[src/common/spbrg_pkg.sv]
`default_nettype none

// Shared constants of the serial port baud rate generator.
package spbrg_pkg;

   // Register bus geometry.
   localparam int ADDR_W = 3;
   localparam int DATA_W = 8;

   // Register indices on the plain register port.
   localparam logic [2:0] REG_RELOAD = 3'h0;
   localparam logic [2:0] REG_BUFFER = 3'h1;
   localparam logic [2:0] REG_CTRL = 3'h2;
   localparam logic [2:0] REG_STATUS = 3'h3;
   localparam logic [2:0] REG_COUNT = 3'h4;

   // Control register field positions.
   localparam int CTRL_EN = 0;
   localparam int CTRL_I2C = 1;
   localparam int CTRL_IDLE_HI = 2;
   localparam int CTRL_W = 3;

   // Status register field positions.
   localparam int STAT_BUSY = 0;
   localparam int STAT_LEVEL = 1;
   localparam int STAT_WCOL = 2;

   // Reset values.
   localparam logic [7:0] RELOAD_RST = 8'h00;
   localparam logic [7:0] BUFFER_RST = 8'h00;
   localparam logic [2:0] CTRL_RST = 3'h0;
   localparam logic [7:0] ZERO8 = 8'h00;

   // Half periods of one operation: eight clocks for a SPI byte,
   // nine for an I2C byte with its acknowledge.
   localparam logic [4:0] SPI_HALVES = 5'h10;
   localparam logic [4:0] I2C_HALVES = 5'h12;
   localparam logic [4:0] HALF_ONE = 5'h01;
   localparam logic [4:0] HALF_RST = 5'h00;

   // Oscillator periods in one full serial clock period per count
   // step, and hence clocks per down-counter step in a half period.
   localparam int OSC_PER_STEP = 4;
   localparam int CLKS_PER_STEP = OSC_PER_STEP / 2;
   localparam logic [7:0] CNT_ONE = 8'h01;
   localparam logic PRE_LAST = 1'b1;

   // Generator states.
   typedef enum logic [1:0] {
      SPBRG_IDLE = 2'b00,
      SPBRG_RUN = 2'b01,
      SPBRG_STRETCH = 2'b10
   } spbrg_state_t;

endpackage : spbrg_pkg

`default_nettype wire

[src/hw/spbrg_top.sv]
`default_nettype none

module spbrg_top (
   // Clock and synchronous reset.
   input wire logic clk,
   input wire logic srst,
   // Register port.
   input wire logic [2:0] reg_addr,
   input wire logic [7:0] reg_wdata,
   input wire logic reg_wr,
   input wire logic reg_rd,
   output logic [7:0] reg_rdata,
   // Serial clock pin, three signals.
   input wire logic sclk_in,
   output logic sclk_out,
   output logic sclk_oe_n,
   // Status toward the shifting logic.
   output logic half_tick,
   output logic busy
);

   // Register file state.
   logic [7:0] reload_r;
   logic [7:0] buffer_r;
   logic [2:0] ctrl_r;
   logic wcol_r;
   logic [7:0] rdata_r;

   // Generator state.
   spbrg_pkg::spbrg_state_t state_r;
   spbrg_pkg::spbrg_state_t state_nxt;
   logic [7:0] cnt_r;
   logic pre_r;
   logic [4:0] half_r;
   logic level_r;
   logic tick_r;

   // Pin synchroniser.
   logic sclk_meta_r;
   logic sclk_sync_r;

   // Decoded strobes and conditions.
   logic wr_reload;
   logic wr_buffer;
   logic wr_ctrl;
   logic wr_status;
   logic enabled;
   logic i2c_mode;
   logic start;
   logic step;
   logic count_end;
   logic last_half;
   logic [4:0] halves;

   // Address decode shared by every register, for writes and reads.
   function automatic logic hit(input logic [2:0] a,
                                input logic [2:0] r);
      hit = (a == r);
   endfunction

   // Address decode for writes.
   always_comb begin
      wr_reload = 1'b0;
      wr_buffer = 1'b0;
      wr_ctrl = 1'b0;
      wr_status = 1'b0;
      if (reg_wr && hit(reg_addr, spbrg_pkg::REG_RELOAD)) begin
         wr_reload = 1'b1;
      end else if (reg_wr && hit(reg_addr, spbrg_pkg::REG_BUFFER)) begin
         wr_buffer = 1'b1;
      end else if (reg_wr && hit(reg_addr, spbrg_pkg::REG_CTRL)) begin
         wr_ctrl = 1'b1;
      end else if (reg_wr && hit(reg_addr, spbrg_pkg::REG_STATUS)) begin
         wr_status = 1'b1;
      end
   end

   assign enabled = ctrl_r[spbrg_pkg::CTRL_EN];
   assign i2c_mode = ctrl_r[spbrg_pkg::CTRL_I2C];

   // A buffer write only starts a transfer while idle and enabled.
   assign start = wr_buffer && enabled &&
                  (state_r == spbrg_pkg::SPBRG_IDLE);

   // The counter steps once per prescaler wrap.
   assign step = (state_r == spbrg_pkg::SPBRG_RUN) &&
                 (pre_r == spbrg_pkg::PRE_LAST);
   assign count_end = step && (cnt_r == spbrg_pkg::ZERO8);

   // An I2C byte carries its acknowledge clock as well.
   assign halves = i2c_mode ? spbrg_pkg::I2C_HALVES :
                              spbrg_pkg::SPI_HALVES;
   assign last_half = (half_r == halves - spbrg_pkg::HALF_ONE);

   // Reload value register; software keeps it away from 0 to 2 in I2C.
   // A new value written mid-run takes effect at the next reload.
   always_ff @(posedge clk) begin
      if (srst) begin
         reload_r <= spbrg_pkg::RELOAD_RST;
      end else if (wr_reload) begin
         reload_r <= reg_wdata;
      end
   end

   // Data buffer; a write while busy is refused and leaves it unchanged.
   always_ff @(posedge clk) begin
      if (srst) begin
         buffer_r <= spbrg_pkg::BUFFER_RST;
      end else if (start) begin
         buffer_r <= reg_wdata;
      end
   end

   // Control register.
   always_ff @(posedge clk) begin
      if (srst) begin
         ctrl_r <= spbrg_pkg::CTRL_RST;
      end else if (wr_ctrl) begin
         ctrl_r <= reg_wdata[spbrg_pkg::CTRL_W-1:0];
      end
   end

   // Write collision flag. A fresh collision beats a clear in the
   // same cycle so that no refused write goes unreported.
   always_ff @(posedge clk) begin
      if (srst) begin
         wcol_r <= 1'b0;
      end else if (wr_buffer && !start) begin
         wcol_r <= 1'b1;
      end else if (wr_status && reg_wdata[spbrg_pkg::STAT_WCOL]) begin
         wcol_r <= 1'b0;
      end
   end

   // Read data stand for exactly the cycle after the read strobe.
   always_ff @(posedge clk) begin
      if (srst) begin
         rdata_r <= spbrg_pkg::ZERO8;
      end else if (!reg_rd) begin
         rdata_r <= spbrg_pkg::ZERO8;
      end else if (hit(reg_addr, spbrg_pkg::REG_RELOAD)) begin
         rdata_r <= reload_r;
      end else if (hit(reg_addr, spbrg_pkg::REG_BUFFER)) begin
         rdata_r <= buffer_r;
      end else if (hit(reg_addr, spbrg_pkg::REG_CTRL)) begin
         rdata_r <= {5'h00, ctrl_r};
      end else if (hit(reg_addr, spbrg_pkg::REG_STATUS)) begin
         rdata_r <= {5'h00, wcol_r, level_r,
                     state_r != spbrg_pkg::SPBRG_IDLE};
      end else if (hit(reg_addr, spbrg_pkg::REG_COUNT)) begin
         rdata_r <= cnt_r;
      end else begin
         rdata_r <= spbrg_pkg::ZERO8;
      end
   end

   // Two flip-flops bring the pin level into the clock domain.
   // Only the second stage is read; the first may go metastable when
   // a slave lets the line rise close to a clock edge.
   always_ff @(posedge clk) begin
      if (srst) begin
         sclk_meta_r <= 1'b1;
         sclk_sync_r <= 1'b1;
      end else begin
         sclk_meta_r <= sclk_in;
         sclk_sync_r <= sclk_meta_r;
      end
   end

   // Next state. In I2C a released clock high half only starts its
   // countdown once the pin is seen high, so a slave may stretch it.
   // Disabling the port stops a run at once and leaves the level alone.
   always_comb begin
      state_nxt = state_r;
      case (state_r)
         spbrg_pkg::SPBRG_IDLE: begin
            if (start) begin
               state_nxt = spbrg_pkg::SPBRG_RUN;
            end
         end
         spbrg_pkg::SPBRG_RUN: begin
            if (!enabled) begin
               state_nxt = spbrg_pkg::SPBRG_IDLE;
            end else if (count_end && last_half) begin
               state_nxt = spbrg_pkg::SPBRG_IDLE;
            end else if (count_end && i2c_mode && !level_r) begin
               state_nxt = spbrg_pkg::SPBRG_STRETCH;
            end
         end
         spbrg_pkg::SPBRG_STRETCH: begin
            if (!enabled) begin
               state_nxt = spbrg_pkg::SPBRG_IDLE;
            end else if (sclk_sync_r) begin
               state_nxt = spbrg_pkg::SPBRG_RUN;
            end
         end
         default: begin
            state_nxt = spbrg_pkg::SPBRG_IDLE;
         end
      endcase
   end

   // State register.
   always_ff @(posedge clk) begin
      if (srst) begin
         state_r <= spbrg_pkg::SPBRG_IDLE;
      end else begin
         state_r <= state_nxt;
      end
   end

   // Prescaler: restarts on every load so a half period is exact.
   // Two clocks per count step give four per step over both halves.
   always_ff @(posedge clk) begin
      if (srst) begin
         pre_r <= 1'b0;
      end else if (state_r != spbrg_pkg::SPBRG_RUN ||
                   count_end) begin
         pre_r <= 1'b0;
      end else begin
         pre_r <= ~pre_r;
      end
   end

   // Down-counter. It loads on start, on each end of count that
   // continues in either mode, and when a stretched I2C clock is seen high.
   // A stopped counter keeps its value, which the count register shows.
   always_ff @(posedge clk) begin
      if (srst) begin
         cnt_r <= spbrg_pkg::ZERO8;
      end else if (start) begin
         cnt_r <= reload_r;
      end else if (state_r == spbrg_pkg::SPBRG_STRETCH &&
                   sclk_sync_r) begin
         cnt_r <= reload_r;
      end else if (count_end && !last_half) begin
         cnt_r <= reload_r;
      end else if (step && !count_end) begin
         cnt_r <= cnt_r - spbrg_pkg::CNT_ONE;
      end
   end

   // Half period counter of the current operation.
   // It counts completed halves, so the run ends on its last one.
   always_ff @(posedge clk) begin
      if (srst) begin
         half_r <= spbrg_pkg::HALF_RST;
      end else if (start) begin
         half_r <= spbrg_pkg::HALF_RST;
      end else if (count_end) begin
         half_r <= half_r + spbrg_pkg::HALF_ONE;
      end
   end

   // Clock level. It toggles at every end of count and is never forced
   // at the end, so the pin stays where the last half left it.
   always_ff @(posedge clk) begin
      if (srst) begin
         level_r <= 1'b0;
      end else if (start) begin
         level_r <= i2c_mode ? 1'b0 :
                    ctrl_r[spbrg_pkg::CTRL_IDLE_HI];
      end else if (count_end) begin
         level_r <= ~level_r;
      end
   end

   // One-cycle mark of each half period end for the shift logic.
   always_ff @(posedge clk) begin
      if (srst) begin
         tick_r <= 1'b0;
      end else begin
         tick_r <= count_end;
      end
   end

   // Pin drive. SPI drives both levels; I2C is open drain and only
   // pulls low, which is why the high half waits on the pin itself.
   // The pin value is the clock level in both modes. In I2C the driver
   // is enabled only while the level is low, so a high is never driven
   // onto the shared line. An I2C port left idle after an SPI run that
   // ended high keeps the line released until the next start.
   assign sclk_out = level_r;
   assign sclk_oe_n = i2c_mode ? level_r : 1'b0;

   // Outputs. Busy is decoded from the state register, not a flop.
   assign reg_rdata = rdata_r;
   assign half_tick = tick_r;
   assign busy = (state_r != spbrg_pkg::SPBRG_IDLE);

endmodule : spbrg_top

`default_nettype wire

[config.mk]
export PLATFORM = sky130hd
export DESIGN_NAME = spbrg_top
export DESIGN_NICKNAME = d
export VERILOG_FILES = /design/src/common/spbrg_pkg.sv /design/src/hw/spbrg_top.sv
export SDC_FILE = /design/constraint.sdc
export NUM_CORES = 1
export LEC_CHECK = 0
export BUFFER_PORTS_ARGS = -buffer_cell sky130_fd_sc_hd__clkbuf_2
export CAP_MARGIN = 20
export CORE_AREA = 4 4 75 77
export CTS_BUF_LIST = sky130_fd_sc_hd__clkbuf_4
export DETAILED_ROUTE_END_ITERATION = 10
export DIE_AREA = 0 0 79 81
export GPL_TIMING_DRIVEN = 1
export PLACE_DENSITY = 0.64
export SLEW_MARGIN = 0
export SYNTH_ARGS = -nofsm -noshare
export SYNTH_HDL_FRONTEND = slang
export SYNTH_SLANG_ARGS = --single-unit
[constraint.sdc]
create_clock -name clk -period 2.9 [get_ports clk]
set_clock_uncertainty 0.2 [all_clocks]
set_input_delay 0.58 -clock clk [delete_from_list [all_inputs] [get_ports clk]]
set_output_delay 0.58 -clock clk [all_outputs]
set_load 0.005 [all_outputs]
==> results of run 1 <==
==> final timing paths <==
kind	slack, ns	to	from
min reg2reg	0.23	sclk_sync_r$_SDFF_PP1_	sclk_meta_r$_SDFF_PP1_
max	0.50	cnt_r[2]$_SDFFE_PP0P_	cnt_r[4]$_SDFFE_PP0P_
max reg2reg	0.50	cnt_r[2]$_SDFFE_PP0P_	cnt_r[4]$_SDFFE_PP0P_
min	0.20	sclk_meta_r$_SDFF_PP1_	sclk_in
==> where the power goes <==
part | internal, µW | switching [µW]
Sequential | 667 | 5.89
Combinational | 32.8 | 48.0
Clock | 264 | 207
==> worst max-delay path, delay by kind of cell, from the launching register on <==
family | cells | cell delay [ns]
AO/OA/AOI/OAI | 2 | 0.46
flip-flops | 1 | 0.43
multiplexers | 1 | 0.27
AND/OR/NAND/NOR | 2 | 0.94
==> per-stage QoR <==
step                      cell area (µm²)  utilization [%]  setup slack (ns)  power [µW]  hold slack (ns)
after floorplan                      2380                -             0.692         736            0.189
after global routing                 2680             53.5             0.305        1280            0.177
after global placement               2580             51.5             0.558         768            0.197
after CTS                            2680             53.5             0.529        1240            0.192
after detailed placement             2580             51.5             0.559         768            0.200
final                                2680             53.5             0.505        1220            0.204
==> logic make-up (layout without fill, tap and decap cells) <==
family / Yosys count / after routing / synth area share [%]
AOI/OAI and AO/OA: 59 / 59 / 17.1
and+or+nand+nor: 130 / 130 / 30.3
adders and majority gates: 2 / 2 / 1.05
buffers and inverters: 23 / 48 / 4.10
DFF: 48 / 48 / 40.4
xor gates and xnor gates: 5 / 5 / 1.84
muxes: 10 / 10 / 5.25
==> flip-flops by register name, summed over array words and instances (netlist names) <==
register     flops
buffer_r         8
sclk_out         1
pre_r            1
cnt_r            8
ctrl_r           3
wcol_r           1
sclk_meta_r      1
half_tick        1
state_r          2
reg_rdata        8
half_r           5
sclk_sync_r      1
reload_r         8
==> layer usage <==
layer / up-vias / track usage (%) / share of wire [%]
met4: 0 / 6.70 / 1.9
met2: 41 / 29.6 / 46
met1: 936 / 26.6 / 49
li1: 1029 / - / -
met3: 11 / 4.55 / 3.7
met5: - / 0 / 0
==> final cells by class <==
type,count,area [µm²],area share [%]
Sequential cell,48,961,35.9
Timing Repair Buffer,33,180,6.73
Inverter,8,30.0,1.12
Multi-Input combinational cell,206,1320,49.4
Clock buffer,5,37.5,1.40
Tap cell,70,87.6,3.27
Clock inverter,2,60.1,2.24
==> layout by cell type (no fill, tap or decap), types with 3 or more instances in the layout <==
master,instances
sky130_fd_sc_hd__buf_4,6
sky130_fd_sc_hd__nand2_1,41
sky130_fd_sc_hd__nor3_1,16
sky130_fd_sc_hd__clkbuf_4,5
sky130_fd_sc_hd__a31oi_1,5
sky130_fd_sc_hd__nand2b_1,3
sky130_fd_sc_hd__nor2_1,19
sky130_fd_sc_hd__clkbuf_2,27
sky130_fd_sc_hd__dfxtp_1,48
sky130_fd_sc_hd__a21oi_1,31
sky130_fd_sc_hd__xor2_1,3
sky130_fd_sc_hd__and2_1,3
sky130_fd_sc_hd__nor3b_1,3
sky130_fd_sc_hd__nand3b_1,6
sky130_fd_sc_hd__inv_1,8
sky130_fd_sc_hd__nand4_1,3
sky130_fd_sc_hd__or2_2,4
sky130_fd_sc_hd__a211oi_1,3
sky130_fd_sc_hd__nor2b_1,10
sky130_fd_sc_hd__mux2i_1,8
==> impl_summary.log, run 1 <==
[metrics] result of the run: complete, no violations
[metrics] total I/O pin count: 28
[metrics] minimum clock period after layout: 2.40 ns
[metrics] layout overhead on the synthesized area: 12.5%
[metrics] All-Layer GR Usage: 19.3%
[metrics] Post-synth ARST share: 0%
[metrics] layout cell share with drive strength beyond 1: 19.2%
[metrics] share of the yosys chip area belonging to registers: 40.4%
[metrics] number of buffers added for setup after CTS: 0
[metrics] cts repair resizes: 0
[metrics] top cell type's share of synthesized area: 40.4%
[metrics] final estimated routing congestion in global placement: 0.876
[metrics] placed insts: 365
[metrics] number of synthesized register bits: 48
[metrics] crit path max-delay cell type: sky130_fd_sc_hd__nor4_1
[metrics] clk sink count: 48
[metrics] number of unique standard cell types used by synthesis: 58
[metrics] Wirelength per Cell: 15.1 µm
[metrics] ratio of final minimum period to clock period: 82.6%
[metrics] net count after synthesis: 295
[metrics] drt first-iter violations: 191
[metrics] most area-hungry cell type in the Yosys netlist: sky130_fd_sc_hd__dfxtp_1
[metrics] overflow left after global routing: 0
[metrics] # DRC: 0
[metrics] vias per std cell: 5.42
[metrics] number of iterations in the first detailed-routing pass: 4
[metrics] number of enable flip-flop cells after synthesis: 0
[metrics] number of nets still failing antenna checks after routing: 0
[metrics] hold-fix buffer count after cts: 0
[metrics] total number of H-tree levels: 2
[metrics] Crit path required time: 2.97 ns
[metrics] Core Box Area: 5010 µm²
[metrics] clock insertion delay at the later pin of the skew report: 0.36 ns
[metrics] setup violation total in the final timing report: 0
[metrics] effective utilization at floorplan: 47.5%
[metrics] unrepaired setup endpoints after global routing: false
[metrics] root buffer cell: sky130_fd_sc_hd__clkbuf_4
[metrics] clock buffers created by TritonCTS: 5
[metrics] arrival time at the worst endpoint: 2.46 ns
[metrics] Non-Filler Instances: 372
[metrics] top post-synthesis cells by area: sky130_fd_sc_hd__dfxtp_1 40%, sky130_fd_sc_hd__a21oi_1 6.5%, sky130_fd_sc_hd__nand2_1 6.5%, sky130_fd_sc_hd__mux2i_1 3.4%, sky130_fd_sc_hd__nor3_1 3.4%
[metrics] worst-case vdd ir drop: 0.000237 V
[metrics] initial antenna violation count: 0
[metrics] most common library cells after synthesis: 48 x sky130_fd_sc_hd__dfxtp_1, 41 x sky130_fd_sc_hd__nand2_1, 31 x sky130_fd_sc_hd__a21oi_1
[metrics] transition time at the pin with the least slew margin: 0.683 ns
[metrics] length in cells of the worst reg-to-reg path: 5
[metrics] chain of cells forming the critical path: nor4_1, nand3_1, o21ai_4, mux2i_1, o211ai_2
[metrics] die outline area: 6400 µm²
[metrics] Syn Inst Count: 277
[metrics] Final Hold Vio Count: 0
[metrics] synthesis warning total: 0
[metrics] largest stage delay on the critical path: 0.66 ns
[metrics] fmax: 0.418 GHz
[metrics] worst rel slew slack: 54.0%
[metrics] dominant synthesized flop cell: sky130_fd_sc_hd__dfxtp_1
[metrics] Post-Syn Area per Cell: 8.60 µm²
[metrics] PD cells: 457 nW/µm²
[metrics] number of vias in the routed layout: 2017
[metrics] TritonCTS clock tree: yes
[metrics] leakage power figure: 0.000959 µW
[metrics] top-count cell post-synth: sky130_fd_sc_hd__dfxtp_1
[metrics] largest driver fanout on the critical path: 10
[metrics] DP Wirelength: 4030 µm
[metrics] instance count along the most critical hold path: 2
[metrics] Die X: 79 µm
[metrics] Setup CP Type: reg -> reg
[metrics] Antenna diodes: 0
[metrics] IO buf count: 27
[metrics] Die Height: 81 µm
[metrics] type of element capturing the critical path: register
[metrics] count of fill cells added during filler insertion: 520
[metrics] Total Wirelength: 5630 µm
[metrics] total negative slack for setup checks: 0 ns
[metrics] max-capacitance violation count: 0
[metrics] vias in the first global route: 1934
[metrics] net count reported at finish: 320
[metrics] type of element launching the critical path: register
[metrics] final number of max-transition violations: 0
[metrics] total number of placement rows: 26
[metrics] classification of the worst-slack hold path: in -> reg
[metrics] deepest clock path buffer count: 2
[metrics] register clock-pin slew on the reported worst setup and hold paths: 0.14 ns
[metrics] total standard cell area after synthesis: 2380 µm²
[metrics] maximum number of pins on one net before global-route repair: 36
[metrics] global-route wire length before repair: 9650 µm
Note: power is estimated with default switching activity, not from simulation.
==> inputs of run 2 (changes only) <==
--- a/config.mk
+++ b/config.mk
@@ -12,7 +12,7 @@
 export DETAILED_ROUTE_END_ITERATION = 10
 export DIE_AREA = 0 0 79 81
 export GPL_TIMING_DRIVEN = 1
-export PLACE_DENSITY = 0.64
+export PLACE_DENSITY = 0.66
 export SLEW_MARGIN = 0
 export SYNTH_ARGS = -nofsm -noshare
 export SYNTH_HDL_FRONTEND = slang
==> constraint.sdc (replaced) <==
create_clock -name clk -period 1.9 [get_ports clk]
set_clock_uncertainty 0.2 [all_clocks]
set_input_delay 0.38 -clock clk [delete_from_list [all_inputs] [get_ports clk]]
set_output_delay 0.38 -clock clk [all_outputs]
set_load 0.005 [all_outputs]
==> run 2 against run 1 <==
The run now ends with setup timing left; sequential share of layout area fell by 5.6 points; final cell count grew 13%; first-iteration DRC count fell by 32%; core utilization increased by 10 points; die area did not move; critical endpoint is now cnt_r[6]$_SDFFE_PP0P_; largest cell class unchanged; highest routed layer unchanged.
==> impl_summary.log, run 2 (synthesized netlist as in run 1, its figures left out) <==
[metrics] result of the run: finished, violations left
[metrics] violated checks: setup timing
[metrics] footprint of the flip-flops and latches: 970 µm²
[metrics] PD cells: 511 nW/µm²
[metrics] worst setup slack for register-to-register paths: -0.15 ns
[metrics] Wirelength per Cell: 15.2 µm
[metrics] overflow left after global routing: 0
[metrics] clock buffers created by TritonCTS: 5
[metrics] switching power total: 418 µW
[metrics] area of the multi-input gates: 1490 µm²
[metrics] Pwr Total: 1640 µW
[metrics] number of vias in the routed layout: 2278
[metrics] die outline area: 6400 µm²
[metrics] ratio of final minimum period to clock period: 108%
[metrics] startpoint of the most critical hold path: reg_wdata[5]
[metrics] deepest clock path buffer count: 2
[metrics] smallest setup slack after layout: -0.153 ns
[metrics] combinational share of power: 8.7%
[metrics] clock insertion delay at the later pin of the skew report: 0.38 ns
[metrics] arrival time at the worst endpoint: 2.18 ns
[metrics] global-route wire length before repair: 10200 µm
[metrics] transition time at the pin with the least slew margin: 0.366 ns
[metrics] layout cell share with drive strength beyond 1: 38.7%
[metrics] Internal Power: 1220 µW
[metrics] length in cells of the worst reg-to-reg path: 7
[metrics] type of element launching the critical path: register
[metrics] max-capacitance violation count: 0
[metrics] vias in the first global route: 2103
[metrics] IO buf count: 27
[metrics] worst-case vdd ir drop: 0.000412 V
[metrics] # DRC: 0
[metrics] Setup CP Type: reg -> reg
[metrics] setup violation total in the final timing report: 11
[metrics] initial antenna violation count: 0
[metrics] unrepaired setup endpoints after global routing: true
[metrics] final estimated routing congestion in global placement: 0.887
[metrics] total number of placement rows: 26
[metrics] vias per std cell: 5.41
[metrics] Core Box Area: 5010 µm²
[metrics] Antenna diodes: 0
[metrics] proportion of total power due to net switching: 25.6%
[metrics] effective utilization at floorplan: 47.5%
[metrics] Worst setup startpoint: cnt_r[0]$_SDFFE_PP0P_
[metrics] DP Wirelength: 4610 µm
[metrics] Final Hold Vio Count: 0
[metrics] root buffer cell: sky130_fd_sc_hd__clkbuf_4
[metrics] register clock-pin slew on the reported worst setup and hold paths: 0.15 ns
[metrics] classification of the worst-slack hold path: in -> reg
[metrics] clock network fraction of total power: 28.6%
[metrics] maximum number of pins on one net before global-route repair: 22
[metrics] final number of max-transition violations: 0
[metrics] pre-CTS setup slack: -0.129 ns
[metrics] largest driver fanout on the critical path: 4
[metrics] clk sink count: 48
[metrics] worst rel slew slack: 75.5%
[metrics] number of iterations in the first detailed-routing pass: 5
[metrics] part of the total power dissipated in sequential elements: 62.7%
[metrics] count of fill cells added during filler insertion: 437
[metrics] minimum clock period after layout: 2.05 ns
[metrics] Die Height: 81 µm
[metrics] Crit path required time: 2.02 ns
[metrics] All-Layer GR Usage: 20.2%
[metrics] reg2reg start: cnt_r[0]$_SDFFE_PP0P_
[metrics] total I/O pin count: 28
[metrics] type of element capturing the critical path: register
[metrics] leakage power figure: 0.00125 µW
[metrics] fmax: 0.487 GHz
[metrics] Total Wirelength: 6380 µm
[metrics] layout overhead on the synthesized area: 34.5%
[metrics] most frequent cells in the layout: 46 x sky130_fd_sc_hd__buf_4, 41 x sky130_fd_sc_hd__dfxtp_1, 38 x sky130_fd_sc_hd__nand2_1
[metrics] endpoint of the worst register-to-register path: cnt_r[6]$_SDFFE_PP0P_
[metrics] Die X: 79 µm
[metrics] total number of H-tree levels: 2
[metrics] drt first-iter violations: 129
[metrics] TritonCTS clock tree: yes
[metrics] Setup crit end: cnt_r[6]$_SDFFE_PP0P_
[metrics] number of nets still failing antenna checks after routing: 0
[metrics] net count reported at finish: 368
[metrics] commonest non-fill, non-tap cell in the layout: sky130_fd_sc_hd__buf_4
[run 2: area by class of cell]
class                      count  share of cell area [%]
clock inverter                 3                   0.430
inverter                       8                   0.938
clock buffer                   5                    1.17
multi-input combinational    206                    46.4
tap                           70                    2.73
sequential                    48                    30.3
timing repair buffer          81                    18.0
[run 2: what timing repair did]
action | in CTS | in global routing
setup buffers | 2 | 2
pin swaps | 7 | 13
hold endpoints to repair | 1 | 0
hold buffers | 1 | 0
endpoints found under the setup margin | 15 | 16
gates resized for setup | 11 | 22
[run 2: critical path: stages, from the launching register on]
cell,delay (ns)
sky130_fd_sc_hd__dfxtp_2,0.35
sky130_fd_sc_hd__inv_2,0.06
sky130_fd_sc_hd__ha_4,0.14
sky130_fd_sc_hd__or3b_4,0.41
sky130_fd_sc_hd__or4_4,0.46
sky130_fd_sc_hd__nor3b_2,0.19
sky130_fd_sc_hd__a31oi_1,0.05
sky130_fd_sc_hd__a21oi_1,0.14
[run 2: metrics by stage]
step / util [%] / instance area (µm²) / TNS (ns) / instances / hold WS, ns
after CTS: 61.6 / 3080 / -0.436 / 419 / 0.0121
after detailed placement: 59.2 / 2970 / -0.939 / 408 / 0.201
after global placement: 59.2 / 2970 / -0.534 / 408 / 0.200
final: 63.9 / 3200 / -0.652 / 421 / 0.0200
after floorplan: - / 2440 / -0.296 / 277 / 0.189
after global routing: 63.9 / 3200 / -1.37 / 421 / 0.0378
[run 2: metal layers]
layer / track usage (%) / wire length [µm] / vias to the layer above
met5: 0 / 0 / -
met4: 6.01 / 144 / 0
li1: - / - / 1132
met3: 3.33 / 288 / 15
met1: 26.9 / 2810 / 1068
met2: 33.8 / 3140 / 63
[run 2: worst min path at each step]
stage                                    end  slack (ns)  cells past startpoint
finish              buffer_r[5]$_SDFFE_PP0P_        0.02                      3
global route        reload_r[6]$_SDFFE_PP0P_        0.04                      3
CTS                 buffer_r[5]$_SDFFE_PP0P_        0.01                      3
detailed placement    sclk_sync_r$_SDFF_PP1_        0.20                      1
global placement      sclk_sync_r$_SDFF_PP1_        0.20                      1
floorplan             sclk_sync_r$_SDFF_PP1_        0.19                      1
[run 2: power by group through the flow]
stage | Combinational [µW] | Sequential, µW | Clock, µW
floorplan | 80.7 | 1050 | 0
global placement | 136 | 1050 | 0
detailed placement | 136 | 1050 | 0
CTS | 139 | 1030 | 482
global route | 156 | 1030 | 516
finish | 142 | 1030 | 468
